==> src/logic/qdac_pkg.sv <==
package qdac_pkg;
   // Frame field positions within the 24-bit write word.
   localparam int QDAC_FRAME_W = 24;
   localparam int QDAC_RSVD_BIT = 23;
   localparam int QDAC_BSEL_BIT = 22;
   localparam int QDAC_CMD_MSB = 21;
   localparam int QDAC_CMD_LSB = 19;
   localparam int QDAC_ADDR_MSB = 18;
   localparam int QDAC_ADDR_LSB = 16;
   localparam int QDAC_DATA_MSB = 15;
   localparam int QDAC_DATA_LSB = 0;
   localparam int QDAC_PSTATE_MSB = 5;
   localparam int QDAC_PSTATE_LSB = 4;
   localparam int QDAC_SEL_MSB = 3;
   localparam int QDAC_SEL_LSB = 0;
   localparam int QDAC_RST_BIT = 0;
   localparam int QDAC_NCHAN = 4;
   localparam int QDAC_CODE_W = 16;

   // Channel address codes.
   localparam logic [2:0] QDAC_ADDR_A = 3'h0;
   localparam logic [2:0] QDAC_ADDR_B = 3'h1;
   localparam logic [2:0] QDAC_ADDR_C = 3'h2;
   localparam logic [2:0] QDAC_ADDR_D = 3'h3;
   localparam logic [2:0] QDAC_ADDR_ALL = 3'h7;

   // Command codes.
   localparam logic [2:0] QDAC_CMD_WRITE = 3'h0;
   localparam logic [2:0] QDAC_CMD_UPDATE = 3'h1;
   localparam logic [2:0] QDAC_CMD_WRITE_UPD_ALL = 3'h2;
   localparam logic [2:0] QDAC_CMD_WRITE_UPD = 3'h3;
   localparam logic [2:0] QDAC_CMD_POWER = 3'h4;
   localparam logic [2:0] QDAC_CMD_RESET = 3'h5;
   localparam logic [2:0] QDAC_CMD_MASK = 3'h6;
   localparam logic [2:0] QDAC_CMD_REF = 3'h7;

   // Power states of one output.
   typedef enum logic [1:0] {
      QDAC_PWR_NORMAL = 2'h0,
      QDAC_PWR_PD_SMALL_R = 2'h1,
      QDAC_PWR_PD_LARGE_R = 2'h2,
      QDAC_PWR_PD_HIZ = 2'h3
   } qdac_pwr_t;

   // Reset values.
   localparam logic [3:0] QDAC_MASK_RST = 4'h0;
   localparam logic [15:0] QDAC_CODE_RST = 16'h0000;

   // Power-up recovery time and its cycle count at 40 MHz.
   localparam int QDAC_CLK_HZ = 40_000_000;
   localparam int QDAC_WAKE_US = 4;
   localparam int QDAC_WAKE_CYC = (QDAC_WAKE_US * (QDAC_CLK_HZ / 1_000_000) < 1) ? 1 :
                                  QDAC_WAKE_US * (QDAC_CLK_HZ / 1_000_000);
   localparam int QDAC_WAKE_CW = 8;

   // A received frame with its strobe.
   typedef struct packed {
      logic valid;
      logic [QDAC_FRAME_W-1:0] word;
   } qdac_frame_t;

   // Per-channel visible state.
   typedef struct packed {
      logic [QDAC_CODE_W-1:0] code;
      qdac_pwr_t pwr;
      logic ready;
   } qdac_chan_t;
endpackage

==> src/logic/qdac_ctrl.sv <==
`timescale 1ns/1ps
module qdac_ctrl
   import qdac_pkg::*;
#(
   parameter int NCHAN = QDAC_NCHAN,
   parameter int WAKE_CYC = QDAC_WAKE_CYC,
   parameter bit HAS_STROBE_PIN = 1'b1
) (
   input wire logic clk_i, // Clock, 40 MHz.
   input wire logic rst_i, // Synchronous reset, active high.
   input wire qdac_frame_t frame_i, // Completed 24-bit write from the serial link.
   input wire logic load_strobe_n_i, // Load strobe pin, active low, asynchronous.
   output logic [NCHAN*QDAC_CODE_W-1:0] conv_code_o, // Converter register codes.
   output logic [NCHAN*2-1:0] pwr_state_o, // Power state per channel.
   output logic [NCHAN-1:0] out_valid_o, // Channel output settled.
   output logic [3:0] load_mask_o, // Current load mask.
   output logic ref_on_o // Internal reference enable.
);
   // The decode and the frame layout serve exactly four channels.
   if (NCHAN != QDAC_NCHAN) begin : g_bad_nchan
      $error("only four channels are supported");
   end

   // Address decode into a channel select mask, one bit set per addressed channel.
   function automatic logic [QDAC_NCHAN-1:0] addr_sel(input logic [2:0] a);
      case (a)
         QDAC_ADDR_A: addr_sel = 4'h1;
         QDAC_ADDR_B: addr_sel = 4'h2;
         QDAC_ADDR_C: addr_sel = 4'h4;
         QDAC_ADDR_D: addr_sel = 4'h8;
         QDAC_ADDR_ALL: addr_sel = 4'hF;
         default: addr_sel = 4'h0; // Unused addresses select nothing.
      endcase
   endfunction

   // The strobe pin is asynchronous, so it passes two flip-flops first.
   logic strobe_meta_q;
   logic strobe_sync_q;
   always_ff @(posedge clk_i) begin
      if (rst_i) begin
         strobe_meta_q <= 1'b1;
         strobe_sync_q <= 1'b1;
      end else begin
         strobe_meta_q <= load_strobe_n_i;
         strobe_sync_q <= strobe_meta_q;
      end
   end

   // Without the pin the strobe is seen as idle high.
   logic strobe_low;
   assign strobe_low = HAS_STROBE_PIN ? !strobe_sync_q : 1'b0;

   // Frame fields.
   logic [2:0] cmd;
   logic [2:0] addr;
   logic [QDAC_CODE_W-1:0] data;
   logic [QDAC_NCHAN-1:0] sel;
   logic [QDAC_NCHAN-1:0] dsel;
   assign cmd = frame_i.word[QDAC_CMD_MSB:QDAC_CMD_LSB];
   assign addr = frame_i.word[QDAC_ADDR_MSB:QDAC_ADDR_LSB];
   assign data = frame_i.word[QDAC_DATA_MSB:QDAC_DATA_LSB];
   assign sel = addr_sel(addr);
   // Mask and power use data bits as channel select, address ignored.
   assign dsel = data[QDAC_SEL_MSB:QDAC_SEL_LSB];

   // Command strobes.
   logic do_write;
   logic do_upd;
   logic do_upd_all;
   logic do_pwr;
   logic do_mask;
   logic do_rst;
   logic do_full_rst;
   logic do_ref;
   always_comb begin
      do_write = 1'b0;
      do_upd = 1'b0;
      do_upd_all = 1'b0;
      do_pwr = 1'b0;
      do_mask = 1'b0;
      do_rst = 1'b0;
      do_ref = 1'b0;
      if (frame_i.valid) begin
         case (cmd)
            QDAC_CMD_WRITE: do_write = 1'b1;
            QDAC_CMD_UPDATE: do_upd = 1'b1;
            QDAC_CMD_WRITE_UPD_ALL: begin
               do_write = 1'b1;
               do_upd_all = 1'b1;
            end
            QDAC_CMD_WRITE_UPD: begin
               do_write = 1'b1;
               do_upd = 1'b1;
            end
            QDAC_CMD_POWER: do_pwr = 1'b1;
            QDAC_CMD_RESET: do_rst = 1'b1;
            QDAC_CMD_MASK: do_mask = 1'b1;
            default: do_ref = 1'b1;
         endcase
      end
   end
   assign do_full_rst = do_rst && data[QDAC_RST_BIT];

   // Load mask register.
   logic [3:0] mask_q;
   always_ff @(posedge clk_i) begin
      if (rst_i || do_full_rst) begin
         mask_q <= QDAC_MASK_RST;
      end else if (do_mask) begin
         mask_q <= dsel;
      end
   end

   // Reference enable, kept so the full reset has something to clear.
   always_ff @(posedge clk_i) begin
      if (rst_i || do_full_rst) begin
         ref_on_o <= 1'b0;
      end else if (do_ref) begin
         ref_on_o <= data[QDAC_RST_BIT];
      end
   end

   // Input registers, converter registers and changed flags.
   logic [QDAC_CODE_W-1:0] in_q [QDAC_NCHAN];
   logic [QDAC_CODE_W-1:0] conv_q [QDAC_NCHAN];
   logic [QDAC_NCHAN-1:0] dirty_q;
   logic [QDAC_NCHAN-1:0] wr_now;
   logic [QDAC_NCHAN-1:0] load;
   logic [QDAC_NCHAN-1:0] pwr_up;
   logic [QDAC_NCHAN-1:0] pwr_dn;
   qdac_pwr_t pwr_q [QDAC_NCHAN];
   qdac_pwr_t new_pwr;
   assign new_pwr = qdac_pwr_t'(data[QDAC_PSTATE_MSB:QDAC_PSTATE_LSB]);
   assign wr_now = do_write ? sel : '0;

   genvar g;
   generate
      for (g = 0; g < QDAC_NCHAN; g++) begin : g_chan
         // Channel updates: strobe low or mask bit set with pending data, or a command.
         // A write landing this cycle is caught next cycle through its flag.
         assign load[g] = (dirty_q[g] && (strobe_low || mask_q[g]))
                          || (do_upd && sel[g]) || do_upd_all;
         assign pwr_up[g] = do_pwr && dsel[g] && (new_pwr == QDAC_PWR_NORMAL)
                            && (pwr_q[g] != QDAC_PWR_NORMAL);
         // The stop level is held for as long as the channel sits in power-down, so the output
         // stays invalid the whole time and not only in the cycle of the command.
         assign pwr_dn[g] = (do_pwr && dsel[g] && (new_pwr != QDAC_PWR_NORMAL)) || do_full_rst
                            || ((pwr_q[g] != QDAC_PWR_NORMAL) && !pwr_up[g]);

         // Input register takes the received code.
         always_ff @(posedge clk_i) begin
            if (rst_i || do_rst) begin
               in_q[g] <= QDAC_CODE_RST;
            end else if (wr_now[g]) begin
               in_q[g] <= data;
            end
         end

         // Changed flag: a new write wins over the clear from a load.
         always_ff @(posedge clk_i) begin
            if (rst_i || do_rst) begin
               dirty_q[g] <= 1'b0;
            end else if (wr_now[g]) begin
               dirty_q[g] <= 1'b1;
            end else if (load[g]) begin
               dirty_q[g] <= 1'b0;
            end
         end

         // Converter register holds unless loaded; power changes leave it alone.
         always_ff @(posedge clk_i) begin
            if (rst_i || do_rst) begin
               conv_q[g] <= QDAC_CODE_RST;
            end else if (load[g]) begin
               conv_q[g] <= wr_now[g] ? data : in_q[g];
            end else begin
               conv_q[g] <= conv_q[g];
            end
         end

         // Power state: only selected channels change.
         always_ff @(posedge clk_i) begin
            if (rst_i || do_full_rst) begin
               pwr_q[g] <= QDAC_PWR_NORMAL;
            end else if (do_pwr && dsel[g]) begin
               pwr_q[g] <= new_pwr;
            end
         end

         // Recovery timer per channel.
         qdac_wake_timer #(
            .WAKE_CYC(WAKE_CYC)
         ) u_wake (
            .clk_i(clk_i),
            .rst_i(rst_i),
            .start_i(pwr_up[g]),
            .stop_i(pwr_dn[g]),
            .ready_o(out_valid_o[g])
         );

         // Registered outputs.
         always_ff @(posedge clk_i) begin
            if (rst_i) begin
               conv_code_o[g*QDAC_CODE_W +: QDAC_CODE_W] <= QDAC_CODE_RST;
               pwr_state_o[g*2 +: 2] <= QDAC_PWR_NORMAL;
            end else begin
               conv_code_o[g*QDAC_CODE_W +: QDAC_CODE_W] <= conv_q[g];
               pwr_state_o[g*2 +: 2] <= pwr_q[g];
            end
         end
      end
   endgenerate

   // Mask mirror output.
   always_ff @(posedge clk_i) begin
      if (rst_i) begin
         load_mask_o <= QDAC_MASK_RST;
      end else begin
         load_mask_o <= mask_q;
      end
   end
endmodule

==> src/logic/qdac_wake_timer.sv <==
`timescale 1ns/1ps
// Counts the recovery interval after a channel is powered up.
module qdac_wake_timer
   import qdac_pkg::*;
#(
   parameter int WAKE_CYC = QDAC_WAKE_CYC
) (
   input wire logic clk_i, // Clock.
   input wire logic rst_i, // Synchronous reset.
   input wire logic start_i, // Power-up command for this channel.
   input wire logic stop_i, // Channel powered down again.
   output logic ready_o // Output valid.
);
   // Refuse recovery counts that the counter below cannot hold.
   if (WAKE_CYC < 1 || WAKE_CYC >= (1 << QDAC_WAKE_CW)) begin : g_bad_wake
      $error("wake count out of range");
   end

   logic [QDAC_WAKE_CW-1:0] cnt_q; // Remaining recovery cycles.

   // A new power-up restarts the count; power-down clears it.
   always_ff @(posedge clk_i) begin
      if (rst_i || stop_i) begin
         cnt_q <= '0;
      end else if (start_i) begin
         cnt_q <= QDAC_WAKE_CW'(WAKE_CYC);
      end else if (cnt_q != '0) begin
         cnt_q <= cnt_q - 1'b1;
      end
   end

   // Ready only once the count has run out.
   always_ff @(posedge clk_i) begin
      if (rst_i) begin
         ready_o <= 1'b1;
      end else begin
         ready_o <= !stop_i && !start_i && (cnt_q <= 1);
      end
   end
endmodule

==> config.mk <==
export PLATFORM = sky130hd
export DESIGN_NAME = qdac_ctrl
export DESIGN_NICKNAME = d
export VERILOG_FILES = /design/src/logic/qdac_pkg.sv /design/src/logic/qdac_ctrl.sv /design/src/logic/qdac_wake_timer.sv
export SDC_FILE = /design/constraint.sdc
export NUM_CORES = 1
export LEC_CHECK = 0
export ABC_CLOCK_PERIOD_IN_PS = 2480
export BUFFER_PORTS_ARGS = -buffer_cell sky130_fd_sc_hd__buf_2
export CAP_MARGIN = 20
export CORE_UTILIZATION = 45
export CTS_CLUSTER_DIAMETER = 50
export DETAILED_ROUTE_END_ITERATION = 8
export HOLD_SLACK_MARGIN = 0.06
export SYNTH_ARGS = -nofsm -noshare
export SYNTH_HDL_FRONTEND = slang
export SYNTH_HIERARCHICAL = 1
export SYNTH_SLANG_ARGS = --single-unit
==> constraint.sdc <==
create_clock -name clk_i -period 2.48 [get_ports clk_i]
set_input_delay 0 -clock clk_i [delete_from_list [all_inputs] [get_ports clk_i]]
set_output_delay 0 -clock clk_i [all_outputs]
set_load 0.005 [all_outputs]
== Word-level counts from Yosys, hierarchy flattened ==
Memory sizes are Yosys's and may differ from the RTL's.
Cells that the tools add are included.
W data, S select, Z words.

* Word-level logic and storage cells: 269
* Bits in writable memories: 136
* Memories: 3
* Bits in latches: 0
* Input bits: 28
* Output and inout bits: 81
* Memory bits (read-only): 0
* Flip-flop bits (word level): 123

{| class="wikitable"
|+ Memory list
! memory !! depth !! bits a word !! read ports !! clocked after memory_dff !! wr ports !! line !! RTL
|-
| conv_q || 4 || 16 || 4 || 0 || 4 || qdac_ctrl.sv:125 || <nowiki>logic [QDAC_CODE_W-1:0] conv_q [QDAC_NCHAN];</nowiki>
|-
| in_q || 4 || 16 || 4 || 0 || 4 || qdac_ctrl.sv:124 || <nowiki>logic [QDAC_CODE_W-1:0] in_q [QDAC_NCHAN];</nowiki>
|-
| pwr_q || 4 || 2 || 4 || 0 || 4 || qdac_ctrl.sv:131 || <nowiki>qdac_pwr_t pwr_q [QDAC_NCHAN];</nowiki>
|}

* Eq/ne operators: 10
* Divide/modulo/power cells: 0
* Shift-type cells: 0
* Order comparisons: 4
* Reductions and logical operators: 99
* Bitwise operators: 16
* $mul: 0
* Add/subtract/negate cells: 4
* Multiplexer cells: 104

{| class="wikitable"
|+ Operators by type and width
! operator !! count
|-
| $mux W16 || 16
|-
| $mux W1 || 74
|-
| $mux W8 || 8
|-
| $logic_and A1 B1 Y1 || 37
|-
| $le A8 B1 Y1 const B || 4
|-
| $reduce_bool A8 Y1 || 4
|-
| $sub A8 B1 Y8 const B || 4
|-
| $logic_or A1 B1 Y1 || 26
|-
| $reduce_bool A2 Y1 || 13
|-
| $pmux W4 S5 || 1
|-
| $or A1 B1 Y1 || 16
|-
| $eq A3 B2 Y1 const B || 4
|-
| $eq A3 B3 Y1 const B || 4
|-
| $reduce_or A2 Y1 || 5
|-
| $logic_not A1 Y1 || 9
|-
| $mux W2 || 4
|-
| $reduce_or A7 Y1 || 1
|-
| $eq A3 B1 Y1 const B || 2
|-
| $logic_not A3 Y1 || 2
|-
| $mux W4 || 1
|-
| $reduce_or A3 Y1 || 1
|-
| $logic_not A2 Y1 || 1
|}

== Longest topological paths before layout ==
* Depth after elaboration: 12
* Gate-level depth with buffers: 8
* Mapped depth without buffers: 7

== Cells and area by module ==
The synthesis kept the hierarchy.

{| class="wikitable"
|+ By module, submodules not included
! module !! cells each !! area each (um^2) !! times used
|-
| qdac_ctrl || 642 || 8360.5 || 1
|-
| qdac_wake_timer (g_chan[0].u_wake ...) || 53 || 481.7 || 3
|-
| qdac_wake_timer (g_chan[3].u_wake) || 49 || 474.2 || 1
|}

== Least setup slack after synthesis ==
OpenSTA, ideal clock, no wires.

* Path type: register to register
* Start: reg g_chan[0].u_wake.cnt_q[4]
* End: reg g_chan[0].u_wake.cnt_q[0]
* Required time: 2359 ps
* Data arrival time: 1566 ps
* Cell stages (with the launch flop): 4
* Library setup time: 121 ps
* Slack: 792 ps
* Path through: dfxtp_1 > or4_4 > or3_4 > mux2_4

* Word-level cells in the longest chain between the ends: 1

{| class="wikitable"
|+ Ends and longest elaborated chain
! item !! line !! RTL
|-
| start: declaration || qdac_wake_timer.sv:19 || <nowiki>logic [QDAC_WAKE_CW-1:0] cnt_q;</nowiki>
|-
| start signal: assignment || qdac_wake_timer.sv:26 || <nowiki>cnt_q <= QDAC_WAKE_CW'(WAKE_CYC);</nowiki>
|-
| start signal: assignment || qdac_wake_timer.sv:28 || <nowiki>cnt_q <= cnt_q - 1'b1;</nowiki>
|-
| $reduce_bool A8 Y1 || qdac_wake_timer.sv:27 || <nowiki>end else if (cnt_q != '0) begin</nowiki>
|}

No other way between the ends.
A chain may end at the register's enable or synchronous reset.

==> summary.md <==
| Metric | Value |
|---|---|
| Status | `complete, no violations` |
| Reg clk slew, reported paths | `60 ps` |
| Area contributors post-synth | `edfxtp_1 40%, dfxtp_1 24%, nor2b_1 4.7%` |
| DR vias | `6547` |
| Final Util | `55.87%` |
| Distinct cells, synth | `64` |
| Final period util | `77.09%` |
| Cts bufs inserted | `30` |
| Hold depth | `5` |
| Port bufs | `106` |
| # nets final | `about 1000` |
| Arr. time, crit path | `2070 ps` |
| Initial antenna violation count | `1` |
| Global-route wire length before repair | `34470 µm` |
| Area Growth Syn to Fin | `20.08%` |
| FF-to-FF Start | `g_chan[1].u_wake/cnt_q[0]` |
| Clock Path Buffers | `3` |
| Post-Place Setup Slack | `630.2 ps` |
| Final min period | `1912 ps` |
| Achievable Freq | `0.5231 GHz` |
| Largest area contributor in the netlist | `edfxtp_1` |
| R2R Path End | `g_chan[1].u_wake/cnt_q[6]` |
| Origin of the worst setup path | `frame_i[20]` |
| CP peak stage delay | `560 ps` |
| CTS tree | `done` |
| Total GRT Usage | `18.58%` |
| CP delay by family, top | `buffers and inverters` |
| DIE HEIGHT | `153.1 µm` |
| Mapped cell area | `10280 µm²` |
| Startpoint types | `input pin` |
| Drt initial violations | `334` |
| Worst EP required | `2640 ps` |
| Fill count | `roughly 1900` |
| Seq cells post-synth | `between 200 and 300` |
| Async set-reset flop share out of synthesis | `0%` |
| Die W | `~150 µm` |
| Sequential area share after synthesis | `63.68%` |
| H-tree depth | `1` |
| Net Count, Synth | `887` |
| MaxCap Viol Count | `0` |
| Cells on worst reg2reg path | `5` |
| Layout Skew | `between 20 and 25 ps` |
| Placed Instances | `between 1000 and 1500` |
| Slew HR | `between 40% and 50%` |
| Post-synth EDFFs | `~140` |
| Ports | `109` |
| Starting Density | `46.53%` |
| Cell count after synthesis | `850` |
| Final hold vios | `0` |
| Pwr/cell area | `787.3 nW/µm²` |
| Setup Total Neg Slack | `0 ps` |
| Total clock sinks | `259` |
| Largest fanout on the critical path | `29` |
| Post-Layout Cell Count | `approximately 1300` |
| Root Driver | `clkbuf_16` |
| Most common cell after layout, fill and taps aside | `edfxtp_1` |
| Slew Viols, Final | `0` |
| Leakage Power | `5.253 nW` |
| Commonest non-fill, non-tap cells in the layout | `136 x edfxtp_1, 123 x dfxtp_1, 105 x buf_2, 77 x nor2b_1, 70 x nor2_1` |
| VDD IR max | `0.5302 mV` |
| Vias per inst | `5.067` |
| Placement Cell Area | `approximately 11000 µm²` |
| Drt pass-1 iters | `5` |
| HPWL after DPL | `14110 µm` |
| Rows | `54` |
| Worst-Skew Late Latency | `550 ps` |
| Final wirelength | `21440 µm` |
| Die area | `23450 µm²` |
| Final setup margin | `568.2 ps` |
| Yosys warns | `6` |
| Crit Path Category | `in2reg` |
| CP Buf/Inv Count | `4` |
| Hold WC Path Type | `in2reg` |
| Vias in the first global route | `6360` |
| Final setup fails | `0` |
| RSZ-0062 raised after global routing | `no` |
| PostCTS Resize Cnt | `0` |
| Yosys top cell area share | `39.73%` |
| Setup crit end kind | `flip-flop` |
| Placer Congestion | `roughly 0.8` |
| Wirelength per Cell | `16.59 µm` |
| Levels on crit path | `7` |
| Top FF cell, synth | `edfxtp_1` |
| Crit-path slowest cell | `dlygate4sd3_1` |
| Residual DRC count | `0` |
| Fin area | `12340 µm²` |
| Synth Area per Inst | `12.09 µm²` |
| ANT nets after route | `0` |
| Crit-path cells | `dlygate4sd3_1 > buf_2 > and4b_1 > nor2_1 > buf_4 > o21a_1 > inv_1` |
| Worst Setup EP | `in_q[2][1]` |
| Pin count of the biggest net entering global routing | `47` |
| R2r setup slk | `690 ps` |
| Share of post-route cells with drive strength above 1 | `20.57%` |
| Placeable Area | `22090 µm²` |
| Overflow after GRT | `0` |
| Worst Max-Slew Pin Slew | `between 700 and 800 ps` |
[power by group]
part           leakage [nW]  internal [mW]  switching [mW]
sequential             2.38           4.76          0.0626
clock                 0.498           2.60            1.73
combinational          2.37          0.233           0.333
total                  5.25           7.59            2.13
[state kept, by name, summed over array words and instances, names as in the netlist, 4 cells and up]
register and cells:
conv_code_o 64, pwr_state_o 8, mask_q 4, dirty_q 4, pwr_q 8, in_q 64
conv_q 64, g_chan.u_wake/cnt_q 32, load_mask_o 4, g_chan.u_wake/ready_o 4
[synthesized netlist by cell type (all sizes together) (4+ instances only)]
| cell type | instances |
|---|---|
| or3 | 11 |
| mux2i | 36 |
| o21ai | 7 |
| and3 | 19 |
| and2 | 54 |
| nor3b | 4 |
| a21oi | 33 |
| nor2 | 70 |
| inv | 12 |
| clkbuf | 28 |
| nor2b | 77 |
| or2 | 4 |
| ha | 9 |
| dfxtp | 123 |
| o31ai | 7 |
| buf | 18 |
| a211oi | 5 |
| edfxtp | 136 |
| nand2b | 16 |
| a22o | 17 |
| o21a | 9 |
| a21o | 8 |
| nand3 | 5 |
| or4 | 14 |
| nand2 | 55 |
| xnor2 | 4 |
| o31a | 9 |
| nor4 | 15 |
| nor3 | 16 |
[routing by layer]
layer  wire length (µm)  GRT usage, %  part of all wire, %  up-vias
met3               1126         3.317                  5.3       40
li1                   -             -                    -     3289
met1              10000         26.12                   47     3064
met4                527         5.820                  2.5        0
met5                  0             0                    0        -
met2               9782         29.18                   46      154
[layout make-up]
cell class	instances	area (µm²)	area share, %
flip-flops and latches	259	6546	53.03
multi-input cells	533	3457	28.01
repair buffers	151	938.4	7.602
clock buffers	44	927.1	7.511
well taps	280	350.3	2.838
clock inverters	12	77.57	0.6284
inverters	12	45.04	0.3649
diodes	1	2.502	0.02027
[repair_timing]
action | CTS | global route
setup endpoints to repair | 0 | 0
buffers inserted | 0 | 0
hold buffers | 27 | 0
endpoints found under the hold margin | 178 | 0
[how the worst min path moves through the flow]
stage / start / to / slack (ps)
finish: frame_i[18] / dirty_q[0] / 120
global route: load_strobe_n_i / strobe_meta_q / 190
CTS: frame_i[18] / dirty_q[0] / 110
detailed placement: load_strobe_n_i / strobe_meta_q / 190
global placement: load_strobe_n_i / strobe_meta_q / 190
floorplan: rst_i / g_chan[0].u_wake/ready_o / 90
[logic make-up (layout without fill, tap and decap cells)]
family | Yosys count | after routing | synth area share, %
fa+ha+maj | 9 | 9 | 1.095
buf+inv | 58 | 219 | 2.690
compound gates | 107 | 107 | 7.400
other cells | 0 | 1 | 0
flops | 259 | 259 | 63.68
xor+xnor | 4 | 4 | 0.3408
mux | 39 | 39 | 3.944
simple gates | 374 | 374 | 20.85
[stage by stage]
step	hold WS [ps]	power [mW]
after CTS	112.4	9.830
after floorplan	85.95	5.217
final	123.6	9.719
after global placement	191.2	5.448
after detailed placement	190.7	5.455
after global routing	188.9	10.07
[worst register-to-register path: stages, from the launching register on]
cell and delay, ps:
dfxtp_1 350, inv_1 90, ha_1 280, or3b_1 420, or4_1 470, a21oi_1 130
No activity file was read; power rests on OpenSTA's default activity.
